## src/hw/sys_integration_pkg.sv

```systemverilog
// sys_integration_pkg: register map, field positions, reset values and
// carrier types shared by the system integration logic.
// assumes a 32-bit apb bus with one aligned word per register.
package sys_integration_pkg;

    // register byte offsets
    localparam logic [7:0] OFS_INT_STATUS_1   = 8'h00;
    localparam logic [7:0] OFS_INT_STATUS_2   = 8'h04;
    localparam logic [7:0] OFS_INT_STATUS_3   = 8'h08;
    localparam logic [7:0] OFS_RESET_CAUSE    = 8'h0c;
    localparam logic [7:0] OFS_BREAK_FLAG_CTL = 8'h10;
    localparam logic [7:0] OFS_CONFIG_ONE     = 8'h14;
    localparam logic [7:0] OFS_BREAK_STATUS   = 8'h18;
    localparam logic [7:0] OFS_POWER_STATUS   = 8'h1c;

    // reset cause field positions
    localparam int RC_POWER_ON   = 7;
    localparam int RC_PIN        = 6;
    localparam int RC_WATCHDOG   = 5;
    localparam int RC_ILL_OPCODE = 4;
    localparam int RC_ILL_ADDR   = 3;
    localparam int RC_MONITOR    = 2;
    localparam int RC_LOW_VOLT   = 1;

    // control field positions
    localparam int BFC_CLEAR_ENABLE    = 7;
    localparam int CFG_WATCHDOG_DIS    = 0;
    localparam int CFG_SHORT_STOP_REC  = 1;
    localparam int CFG_OSC_IN_STOP     = 2;
    localparam int BST_STOP_WAIT       = 1;

    // values after reset
    localparam logic [7:0] RESET_CAUSE_RST    = 8'h80;
    localparam logic [7:0] BREAK_FLAG_CTL_RST = 8'h00;
    localparam logic [7:0] CONFIG_ONE_RST     = 8'h00;

    // stop recovery lengths in quadruple-rate bus clock cycles
    localparam int STOP_REC_LONG_CYCLES  = 4096;
    localparam int STOP_REC_SHORT_CYCLES = 32;

    localparam int NUM_IRQ_SOURCES = 22;
    localparam logic [7:0] ERASED_BYTE = 8'hff;

    // non-power-on reset requests, one bit per source
    typedef struct packed {
        logic pin;
        logic watchdog;
        logic illOpcode;
        logic illAddress;
        logic lowVoltage;
    } resetReq_t;

    // clock gating towards the clock generator
    typedef struct packed {
        logic cpu;
        logic periph;
        logic doubleRate;
        logic quadRate;
    } clockGate_t;

    typedef enum logic [1:0] {
        PWR_RUN,
        PWR_WAIT,
        PWR_STOP,
        PWR_RECOVER
    } powerState_t;

endpackage

```

## src/hw/sys_integration.sv

```systemverilog
// sys_integration: interrupt status, reset cause, break handling and
// wait/stop sequencing of a small 8-bit controller, apb register access.
// assumes cpu, peripherals and reset sources are logic on the same clock,
// and that the quadruple-rate bus clock is this clock.
//
// Operation
// - pending flag reads 1 while its source requests, else 0
// - first status register: flags one..six in bits 7..2, bits 1..0 zero
// - any reset source wins over power state, break mode and cpu strobes, no arbitration among them
// - break request forces the cpu to the software interrupt vector
// - in break, peripheral flag clears blocked unless clear enable set
// - flag cleared in break stays cleared after break ends
// - two-step clears stay blocked in break; second step after break clears
// - wait or stop instruction clears the global interrupt mask
// - wait stops cpu clocks, peripheral clocks keep running
// - interrupt wake from wait starts stacking one cycle later
// - reset or break ends wait; break in wait sets stop/wait bit
// - watchdog enabled and running in wait when its disable bit is 0
// - stop resets system counter, gates clocks; irq, reset, break exit
// - stacking after interrupt stop exit waits for full recovery time
// - stop gates both clocks; double-rate stays if oscillator-in-stop set
// - stop recovery 4096 quad-rate cycles, 32 with short recovery bit
// - system counter held in reset during stop, then times recovery
// - reading reset cause register clears its flags afterwards
// - power-on reset sets power-on flag, clears all others
// - other reset sources set only their own flag
// - flags for pin, watchdog, illegal opcode, illegal address, low voltage
// - monitor-entry flag set when reset vector bytes erased, irq not at test
`timescale 1ns/1ps

module sys_integration
    import sys_integration_pkg::*;
#(
    parameter int REC_LONG  = STOP_REC_LONG_CYCLES,
    parameter int REC_SHORT = STOP_REC_SHORT_CYCLES
) (
    input  wire logic                       clock,
    input  wire logic                       rst,
    // apb slave
    input  wire logic                       psel,
    input  wire logic                       penable,
    input  wire logic                       pwrite,
    input  wire logic [7:0]                 paddr,
    input  wire logic [31:0]                pwdata,
    input  wire logic [3:0]                 pstrb,
    output logic                            pready,
    output logic [31:0]                     prdata,
    output logic                            pslverr,
    // interrupt and reset sources
    input  wire logic [NUM_IRQ_SOURCES-1:0] irqPending,
    input  wire logic                       irqWake,
    input  wire resetReq_t                  resetReq,
    input  wire logic                       vectorCheck,
    input  wire logic [7:0]                 vectorHigh,
    input  wire logic [7:0]                 vectorLow,
    input  wire logic                       irqAtTestVoltage,
    // cpu and break module
    input  wire logic                       breakIrq,
    input  wire logic                       breakExit,
    input  wire logic                       waitInstr,
    input  wire logic                       stopInstr,
    output logic                            systemReset,
    output logic                            forceSwiVector,
    output logic                            clearIMask,
    output logic                            startStacking,
    output logic                            breakMode,
    output logic                            flagClearAllow,
    output logic                            watchdogEnable,
    output clockGate_t                      clockGate
);

    ////////////////////////////////////////////////////////////////////////
    // apb decode

    logic        setupPhase;
    logic        accessDone;
    logic        wrLane0;
    logic [7:0]  rdSel;
    logic        mapped;
    logic        pready_r;
    logic [31:0] prdata_r;
    logic        pslverr_r;
    logic [7:0]  rdAddr_r;

    logic [7:0]  intStatus1_r;
    logic [7:0]  intStatus2_r;
    logic [7:0]  intStatus3_r;
    logic [7:0]  resetCause_r;
    logic [7:0]  resetCause_nxt;
    logic [7:0]  breakFlagCtl_r;
    logic [7:0]  configOne_r;
    logic [7:0]  breakStatus_r;
    logic        breakMode_r;
    powerState_t pwrState_r;
    logic [12:0] sysCounter_r;
    logic        wakeByBreak_r;
    logic        monitorPending_r;

    assign setupPhase = psel && !penable;
    assign accessDone = psel && penable && pready_r;
    assign wrLane0    = accessDone && pwrite && pstrb[0];

    // read mux and address check
    always_comb begin
        mapped = 1'b1;
        case (paddr)
            OFS_INT_STATUS_1:   rdSel = intStatus1_r;
            OFS_INT_STATUS_2:   rdSel = intStatus2_r;
            OFS_INT_STATUS_3:   rdSel = intStatus3_r;
            OFS_RESET_CAUSE:    rdSel = resetCause_r;
            OFS_BREAK_FLAG_CTL: rdSel = breakFlagCtl_r;
            OFS_CONFIG_ONE:     rdSel = configOne_r;
            OFS_BREAK_STATUS:   rdSel = breakStatus_r;
            OFS_POWER_STATUS:   rdSel = {5'h00, breakMode_r, pwrState_r};
            default: begin
                rdSel  = 8'h00;
                mapped = 1'b0;
            end
        endcase
    end

    // one wait-free access: answer set up during the setup cycle
    always_ff @(posedge clock) begin
        if (rst) begin
            pready_r  <= 1'b0;
            prdata_r  <= 32'h0000_0000;
            pslverr_r <= 1'b0;
            rdAddr_r  <= 8'h00;
        end else if (setupPhase) begin
            pready_r  <= 1'b1;
            prdata_r  <= pwrite ? 32'h0000_0000 : {24'h000000, rdSel};
            pslverr_r <= !mapped;
            rdAddr_r  <= pwrite ? 8'hff : paddr;
        end else begin
            pready_r  <= 1'b0;
            pslverr_r <= 1'b0;
        end
    end

    ////////////////////////////////////////////////////////////////////////
    // interrupt pending status

    always_ff @(posedge clock) begin
        if (rst) begin
            intStatus1_r <= 8'h00;
            intStatus2_r <= 8'h00;
            intStatus3_r <= 8'h00;
        end else begin
            intStatus1_r <= {irqPending[5:0], 2'b00};
            intStatus2_r <= irqPending[13:6];
            intStatus3_r <= irqPending[21:14];
        end
    end

    ////////////////////////////////////////////////////////////////////////
    // reset sources and cause flags

    logic monitorReset;
    logic anyReset;

    assign monitorReset = monitorPending_r && vectorCheck && !irqAtTestVoltage
                          && (vectorHigh == ERASED_BYTE) && (vectorLow == ERASED_BYTE);
    assign anyReset = (|resetReq) || monitorReset;

    // monitor entry check armed once per power-on
    always_ff @(posedge clock) begin
        if (rst) begin
            monitorPending_r <= 1'b1;
        end else if (vectorCheck) begin
            monitorPending_r <= 1'b0;
        end
    end

    // cause flags: read clears what was read, new sets win
    always_comb begin
        resetCause_nxt = resetCause_r;
        if (accessDone && !pwrite && rdAddr_r == OFS_RESET_CAUSE) begin
            resetCause_nxt = resetCause_r & ~prdata_r[7:0];
        end
        resetCause_nxt[RC_PIN]        = resetCause_nxt[RC_PIN] | resetReq.pin;
        resetCause_nxt[RC_WATCHDOG]   = resetCause_nxt[RC_WATCHDOG] | resetReq.watchdog;
        resetCause_nxt[RC_ILL_OPCODE] = resetCause_nxt[RC_ILL_OPCODE] | resetReq.illOpcode;
        resetCause_nxt[RC_ILL_ADDR]   = resetCause_nxt[RC_ILL_ADDR] | resetReq.illAddress;
        resetCause_nxt[RC_LOW_VOLT]   = resetCause_nxt[RC_LOW_VOLT] | resetReq.lowVoltage;
        resetCause_nxt[RC_MONITOR]    = resetCause_nxt[RC_MONITOR] | monitorReset;
    end

    // power-on leaves only its own flag
    always_ff @(posedge clock) begin
        if (rst) begin
            resetCause_r <= RESET_CAUSE_RST;
        end else begin
            resetCause_r <= resetCause_nxt;
        end
    end

    ////////////////////////////////////////////////////////////////////////
    // software control registers

    // break flag control and configuration, lane 0 only
    always_ff @(posedge clock) begin
        if (rst) begin
            breakFlagCtl_r <= BREAK_FLAG_CTL_RST;
            configOne_r    <= CONFIG_ONE_RST;
        end else if (wrLane0) begin
            if (paddr == OFS_BREAK_FLAG_CTL) begin
                breakFlagCtl_r <= {pwdata[BFC_CLEAR_ENABLE], 7'h00};
            end
            if (paddr == OFS_CONFIG_ONE) begin
                configOne_r <= {5'h00, pwdata[2:0]};
            end
        end
    end

    logic breakDuringLowPower;
    assign breakDuringLowPower = breakIrq && (pwrState_r == PWR_WAIT || pwrState_r == PWR_STOP);

    // break status: hardware sets, writing 0 clears, set wins
    always_ff @(posedge clock) begin
        if (rst) begin
            breakStatus_r <= 8'h00;
        end else begin
            if (breakDuringLowPower) begin
                breakStatus_r[BST_STOP_WAIT] <= 1'b1;
            end else if (wrLane0 && paddr == OFS_BREAK_STATUS && !pwdata[BST_STOP_WAIT]) begin
                breakStatus_r[BST_STOP_WAIT] <= 1'b0;
            end
        end
    end

    ////////////////////////////////////////////////////////////////////////
    // break state and flag protection

    // break mode held from the break request until the break exit or any reset
    always_ff @(posedge clock) begin
        if (rst || anyReset) begin
            breakMode_r <= 1'b0;
        end else if (breakIrq) begin
            breakMode_r <= 1'b1;
        end else if (breakExit) begin
            breakMode_r <= 1'b0;
        end
    end

    // second step gated by same level
    always_ff @(posedge clock) begin
        if (rst) begin
            flagClearAllow <= 1'b1;
        end else begin
            flagClearAllow <= !(breakMode_r || breakIrq) || breakFlagCtl_r[BFC_CLEAR_ENABLE];
        end
    end

    ////////////////////////////////////////////////////////////////////////
    // low-power sequencing

    logic [12:0] recLength;
    logic        recDone;

    assign recLength = configOne_r[CFG_SHORT_STOP_REC] ? 13'(REC_SHORT) : 13'(REC_LONG);
    assign recDone   = (sysCounter_r >= recLength - 13'd1);

    // power state: reset beats every other exit
    always_ff @(posedge clock) begin
        if (rst) begin
            pwrState_r    <= PWR_RUN;
            wakeByBreak_r <= 1'b0;
        end else if (anyReset) begin
            pwrState_r <= PWR_RUN;
        end else begin
            case (pwrState_r)
                PWR_RUN: begin
                    if (stopInstr) begin
                        pwrState_r <= PWR_STOP;
                    end else if (waitInstr) begin
                        pwrState_r <= PWR_WAIT;
                    end
                end
                PWR_WAIT: begin
                    if (breakIrq || irqWake) begin
                        pwrState_r <= PWR_RUN;
                    end
                end
                PWR_STOP: begin
                    if (breakIrq || irqWake) begin
                        pwrState_r    <= PWR_RECOVER;
                        wakeByBreak_r <= breakIrq;
                    end
                end
                PWR_RECOVER: begin
                    if (recDone) begin
                        pwrState_r <= PWR_RUN;
                    end
                end
                default: pwrState_r <= PWR_RUN;
            endcase
        end
    end

    // counter held until recovery, then times it
    always_ff @(posedge clock) begin
        if (rst || pwrState_r != PWR_RECOVER) begin
            sysCounter_r <= 13'h0000;
        end else begin
            sysCounter_r <= sysCounter_r + 13'd1;
        end
    end

    // cpu event strobes
    always_ff @(posedge clock) begin
        if (rst) begin
            systemReset    <= 1'b0;
            forceSwiVector <= 1'b0;
            clearIMask     <= 1'b0;
            startStacking  <= 1'b0;
        end else begin
            systemReset <= anyReset;
            clearIMask  <= !anyReset && pwrState_r == PWR_RUN && (waitInstr || stopInstr);
            forceSwiVector <= !anyReset && ((breakIrq && pwrState_r != PWR_STOP)
                              || (pwrState_r == PWR_RECOVER && recDone && wakeByBreak_r));
            startStacking <= !anyReset && ((pwrState_r == PWR_WAIT && irqWake && !breakIrq)
                             || (pwrState_r == PWR_RECOVER && recDone && !wakeByBreak_r));
        end
    end

    // clock gates follow the registered power state, one cycle behind it
    always_ff @(posedge clock) begin
        if (rst) begin
            clockGate <= '{cpu: 1'b1, periph: 1'b1, doubleRate: 1'b1, quadRate: 1'b1};
        end else begin
            case (pwrState_r)
                PWR_WAIT: clockGate <= '{cpu: 1'b0, periph: 1'b1, doubleRate: 1'b1, quadRate: 1'b1};
                PWR_STOP: clockGate <= '{cpu: 1'b0, periph: 1'b0,
                                         doubleRate: configOne_r[CFG_OSC_IN_STOP], quadRate: 1'b0};
                PWR_RECOVER: clockGate <= '{cpu: 1'b0, periph: 1'b0, doubleRate: 1'b1, quadRate: 1'b1};
                default: clockGate <= '{cpu: 1'b1, periph: 1'b1, doubleRate: 1'b1, quadRate: 1'b1};
            endcase
        end
    end

    // watchdog runs unless disabled, wait included
    always_ff @(posedge clock) begin
        if (rst) begin
            watchdogEnable <= 1'b1;
        end else begin
            watchdogEnable <= !configOne_r[CFG_WATCHDOG_DIS];
        end
    end

    assign pready    = pready_r;
    assign prdata    = prdata_r;
    assign pslverr   = pslverr_r;
    assign breakMode = breakMode_r;

endmodule

```

## config.mk

```make
export PLATFORM = sky130hd
export DESIGN_NAME = sys_integration
export DESIGN_NICKNAME = d
export VERILOG_FILES = /design/src/hw/sys_integration_pkg.sv /design/src/hw/sys_integration.sv
export SDC_FILE = /design/constraint.sdc
export NUM_CORES = 1
export LEC_CHECK = 0
export BUFFER_PORTS_ARGS = -buffer_cell sky130_fd_sc_hd__buf_2
export CORE_ASPECT_RATIO = 0.9
export CORE_MARGIN = 2
export CORE_UTILIZATION = 29
export CTS_CLUSTER_SIZE = 12
export DETAILED_ROUTE_END_ITERATION = 7
export PLACE_DENSITY = 0.51
export REMOVE_ABC_BUFFERS = 1
export SYNTH_ARGS = -nofsm -noshare
export SYNTH_HDL_FRONTEND = slang
export SYNTH_SLANG_ARGS = --single-unit
export TNS_END_PERCENT = 30
```

## constraint.sdc

```tcl
create_clock -name clock -period 3.77 [get_ports clock]
set_input_delay 0.9425 -clock clock [delete_from_list [all_inputs] [get_ports clock]]
set_output_delay 0.9425 -clock clock [all_outputs]
set_load 0.02 [all_outputs]
```

# Word level (Yosys, flattened, before mapping)
# Cells that the tools add are included.
word_totals:
  output_inout_bits: 45
  regBits: 107
  inputBits: 99
  elab_cells: 134
classes:
  mux: 18
  addsub: 2
  eq_ne: 19
  n_bitwise: 10
  n_reduce_logical: 56
  order_cmp: 1
ops:
  columns: ["operator", "n"]
  rows:
  - ["8-bit case mux with 8 select lines", 1]
  - ["8-bit by 5-bit equality test with 1-bit output, second input constant", 4]
  - ["8-bit by 4-bit equality test with 1-bit output, second input constant", 3]
  - ["1-bit logical AND", 24]
  - ["8-bit equality test, second input constant", 2]
  - ["8-bit two-way mux", 2]
  - ["13-bit by 1-bit adder with 13-bit output, second input constant", 1]
  - ["13-bit greater-or-equal comparator", 1]
  - ["13-bit two-way mux", 1]
  - ["13-bit by 1-bit subtractor with 13-bit output, second input constant", 1]
  - ["4-bit case mux with 3 select lines", 1]
  - ["1-bit logical NOT", 10]
  - ["1-bit logical OR", 10]
  - ["2-bit two-way mux", 5]
  - ["8-bit AND", 1]
  - ["8-bit by 3-bit equality test with 1-bit output, second input constant", 1]
  - ["8-bit logical NOT", 1]
  - ["2-bit != test, second input constant", 4]
  - ["8-bit NOT", 1]
  - ["2-bit case mux with 4 select lines", 1]
  - ["8-bit OR reduction", 1]
  - ["7-bit two-way mux", 1]
  - ["1-bit two-way mux", 6]
  - ["1-bit OR", 6]
  - ["12 further kinds", 17]

# Logic depth before layout (Yosys ltp)
depth:
  word_depth: 8
  mapped_depth: 7
  ltp_nobuf: 7

# Worst setup path before layout
# No wires, ideal clock.
synth_timing:
  kind: "input to register"
  startpoint: "input paddr[5]"
  endpoint: "register prdata_r[2], in the netlist prdata[2]"
  t_required_ns: 3.697
  setup_ns: 0.073
  path_stages: 5
  path_slack_ns: 1.450
  path_buffers: 0
  arrival_ns: 2.247
  cell_sequence: "or4_4 or4_4 o21ai_1 a211oi_1 nor3_2"
synth_between:
  elab_chain_len: 3
  elab_cells_between_ends: 10
  cone_classes: "eq/ne (7); mux (2); reduce/logical (1)"
synth_lines:
  columns: ["item", "line", "text"]
  rows:
  - ["start: declaration", "sys_integration.sv:43", "input wire logic [7:0] paddr,"]
  - ["8-bit by 5-bit equality test with 1-bit output (tied with other cells)", "sys_integration.sv:106", "case (paddr)"]
  - ["8-bit case mux with 8 select lines (*)", "sys_integration.sv:106", null]
  - ["8-bit two-way mux (*)", "sys_integration.sv:131", "prdata_r <= pwrite ? 32'h0000_0000 : {24'h000000, rdSel};"]
  - ["end signal: assignment", "sys_integration.sv:131", null]
  - ["end: declaration", "sys_integration.sv:81", "logic [31:0] prdata_r;"]
# Every way passes the cells marked *; elsewhere a longest branch is shown, timed or not.
# A chain may end at the register's enable or synchronous reset.

# Worst setup path in the final report
layout_timing:
  startpoint: "input paddr[6]"
  endpoint: "register configOne_r[0]"
layout_between:
  elab_chain_len: 2
layout_lines:
  columns: ["item", "line", "text"]
  rows:
  - ["8-bit by 5-bit equality test with 1-bit output", "sys_integration.sv:209", "if (paddr == OFS_CONFIG_ONE) begin"]
  - ["2-bit AND reduction (no line)", null, null]
  - ["end signal: assignment", "sys_integration.sv:210", "configOne_r <= {5'h00, pwdata[2:0]};"]
  - ["end: declaration", "sys_integration.sv:91", "logic [7:0] configOne_r;"]
# No other way between the ends.

==> results.py <==
metrics = {
    "setup_path": {
        "cp-end-kind": "flip-flop",
        "path_cells": "buf_2, nor4_1, nand3_1, or3_1, mux2i_1, nor2_1",
        "path_max_fanout": 5,
        "cp-start-kind": "input pin",
        "worstPathArrival_ns": 2.55,
        "cp_slowest_cell": "nor4_1",
        "cp_slowest_stage_delay_ns": 0.53,
        "crit_buf_inv": 1,
        "critPathKind": "input pin to flip-flop",
        "cpLargestDelayFamily": "simple AND/OR/NAND/NOR gates",
        "cp.required_ns": 3.98,
    },
    "floorplanning": {
        "start_util": 0.299,
        "chipHeight_um": 110,
        "die_w_um": 122,
        "dieArea_mm2": 0.0135,
        "rows": 38,
        "core_mm2": 0.0122,
        "top_level_ports": 144,
    },
    "cells_and_area": {
        "fin_util": 0.365,
        "fillers": 1268,
        "multi_input_area_mm2": 0.00183,
        "drive_above_1_share": 0.234,
        "num_antenna_cells": 0,
        "areaGrowthSynthToFinish_pct": 22.0,
        "fin_area_mm2": 0.00444,
        "nets": 604,
        "register_area_mm2": 0.00162,
    },
    "timing": {
        "timing.hold.ws_ns": 0.443,
        "slew_violations": 0,
        "finalSetupViolCount": 0,
        "hold_viol": 0,
        "rsz0062_at_grt": "false",
        "min_period_ns": 2.33,
        "fin_worst_skew_ns": 0.00746,
        "worst_pin_slew_ns": 0.644,
        "tns_ns": 0,
        "finalCritPeriodShare": 0.618,
        "slew_headroom": 0.570,
        "max_freq_mhz": 429,
    },
    "synth": {
        "syn_inst": 408,
        "syn_area_mm2": 0.00364,
        "synth_top_family_by_area": "simple AND/OR/NAND/NOR gates",
        "yosys.area_share.simple": 0.232,
        "synth_cell_types": 52,
        "synth_area_leaders": "dfxtp_1 (45%), buf_4 (5.0%), ha_1 (4.8%)",
        "synth.area.mux_share": 0.0361,
        "synthAdderAreaFrac": 0.0481,
        "synth_edf_count": 0,
        "ys_warn_count": 0,
        "synth-seq-cells": 81,
        "yosysTopAreaCell": "dfxtp_1",
        "synth-xor-area-share": 0.0265,
        "synth_compound_area_frac": 0.135,
        "synth-main-ff-cell": "dfxtp_1",
        "syn-mean-instance-area_um2": 8.92,
        "synth_top_area_share": 0.446,
        "yosysSeqAreaShare": 0.446,
        "async_flop_share": 0,
    },
    "clock_network": {
        "cts.repair.resized": 0,
        "cts_max_level": 3,
        "clk_pin_slew_ns": 0.06,
        "cts_setup_buffers": 0,
        "cts_sinks": 81,
        "clock_latency_ns": 0.33,
        "cts_hold_buf": 0,
        "clockRootBuffer": "clkbuf_16",
        "cts_tree": "built",
        "numCtsBuffers": 9,
        "clockBufferDepth": 2,
    },
    "route": {
        "antenna_left": 0,
        "drtIter0Drc": 156,
        "vias_per_cell": 4.64,
        "vias": 3041,
        "route.detailed.drc": 0,
        "wl_per_cell_um": 13.7,
        "wirelength_mm": 9.01,
        "firstDrtPassIters": 4,
    },
    "global_routing": {
        "antenna_found_initial": 0,
        "grt_overflow": 0,
        "grt_use_total": 0.133,
        "grt_pass1_wl_mm": 13.8,
        "grt_pass1_vias": 2795,
        "grt_max_degree": 34,
    },
    "pwr": {
        "p_leak_nw": 1.88,
        "pwr_density_cell_mw_per_mm2": 432,
        "vdd_drop_max_mv": 0.202,
        "power_mw": 1.92,
    },
    "status": {
        "status": "completed",
    },
    "flow_run": {
        "cap_viol_max_count": 0,
    },
    "placed_design": {
        "placed_area_mm2": 0.00413,
        "finalWeightedCongestion": 0.821,
        "numPortBuffers": 88,
        "dp_hpwl_mm": 6.69,
    },
    "worst_hold_path": {
        "hold_path_class": "flip-flop to flip-flop",
    },
}
-- metrics by stage --
| stage | cells | setup WS (ns) |
|---|---|---|
| 6_report | 656 | 1.44 |
| 5_1_grt | 656 | 1.32 |
| 4_1_cts | 656 | 1.45 |
| 3_5_place_dp | 640 | 1.10 |
| 3_3_place_gp | 640 | 1.10 |
| 2_1_floorplan | 391 | 1.45 |
-- power breakdown --
group	leakage (nW)	total [mW]	switching, mW	internal [mW]
Clock	0.145	0.890	0.358	0.532
Combinational	1.07	0.138	0.0854	0.0525
Sequential	0.663	0.890	0.00934	0.881
-- worst paths after layout --
path / slack (ns) / start / endpoint / depth (start not counted)
max reg2reg: 1.79 / configOne_r[1]$_SDFFE_PP0P_ / pwrState_r[1]$_SDFFE_PP0P_ / 6
max: 1.44 / paddr[6] / configOne_r[0]$_SDFFE_PP0P_ / 6
min: 0.44 / configOne_r[0]$_SDFFE_PP0P_ / watchdogEnable$_SDFF_PP1_ / 1
min reg2reg: 0.44 / configOne_r[0]$_SDFFE_PP0P_ / watchdogEnable$_SDFF_PP1_ / 1
-- cell families after synthesis --
group | Yosys count
multiplexers | 13
AO/OA/AOI/OAI | 77
other | 1
AND/OR/NAND/NOR | 162
flip-flops | 81
buffers and inverters | 49
adder cells (fa/ha/maj) | 14
XOR/XNOR | 11
-- synthesized netlist by cell type, drive strengths merged (3+ instances only) --
master and instances:
dfxtp 81, nand2 38, nor2 38, a21oi 28
buf 27, nor2b 24, o21ai 17, ha 14
nand3 14, clkbuf 13, mux2i 12, inv 9
nand2b 8, xor2 8, nor3 7, nand4 6
nor4 5, a211oi 4, a21o 4, a221oi 4
and3 4, a211o 3, o211ai 3, o32ai 3
or2 3, or4 3, xnor2 3
-- layer usage --
layer / vias to the layer above / track usage / part of all wire
met4: 0 / 0.0525 / 0.017
met5: - / 0 / 0
li1: 1544 / - / -
met1: 1401 / 0.169 / 0.48
met3: 10 / 0.0340 / 0.055
met2: 86 / 0.218 / 0.45
-- state kept, by name, indices dropped and copies added, names as in the netlist --
name	cells
intStatus1_r	6
sysCounter_r	13
resetCause_r	8
breakMode	1
breakStatus_r	1
startStacking	1
watchdogEnable	1
breakFlagCtl_r	1
wakeByBreak_r	1
prdata	8
intStatus2_r	8
intStatus3_r	8
flagClearAllow	1
pslverr	1
systemReset	1
configOne_r	3
clearIMask	1
pready	1
rdAddr_r	8
pwrState_r	2
forceSwiVector	1
clockGate	4
monitorPending_r	1
-- cell type report --
class | count | area share
multi-input combinational | 301 | 0.412
sequential | 81 | 0.365
timing repair buffer | 89 | 0.101
clock buffer | 10 | 0.0538
tap | 160 | 0.0451
clock inverter | 6 | 0.0152
inverter | 9 | 0.00761
-- placed cells by master (no fill, tap or decap), drive strengths merged, types with 3 or more instances in the layout --
cell	instances
or2	3
nand2b	8
o211ai	3
conb	24
ha	14
and3	4
a21o	4
o21ai	17
or4	3
nand3	14
a211oi	4
nand4	6
a211o	3
inv	9
a21oi	28
xor2	8
o32ai	3
dfxtp	81
a221oi	4
nand2	38
nor4	5
nor3	7
clkbuf	10
clkinv	3
xnor2	3
buf	89
mux2i	12
nor2b	24
nor2	38
Power figures use the tool's default switching activity.
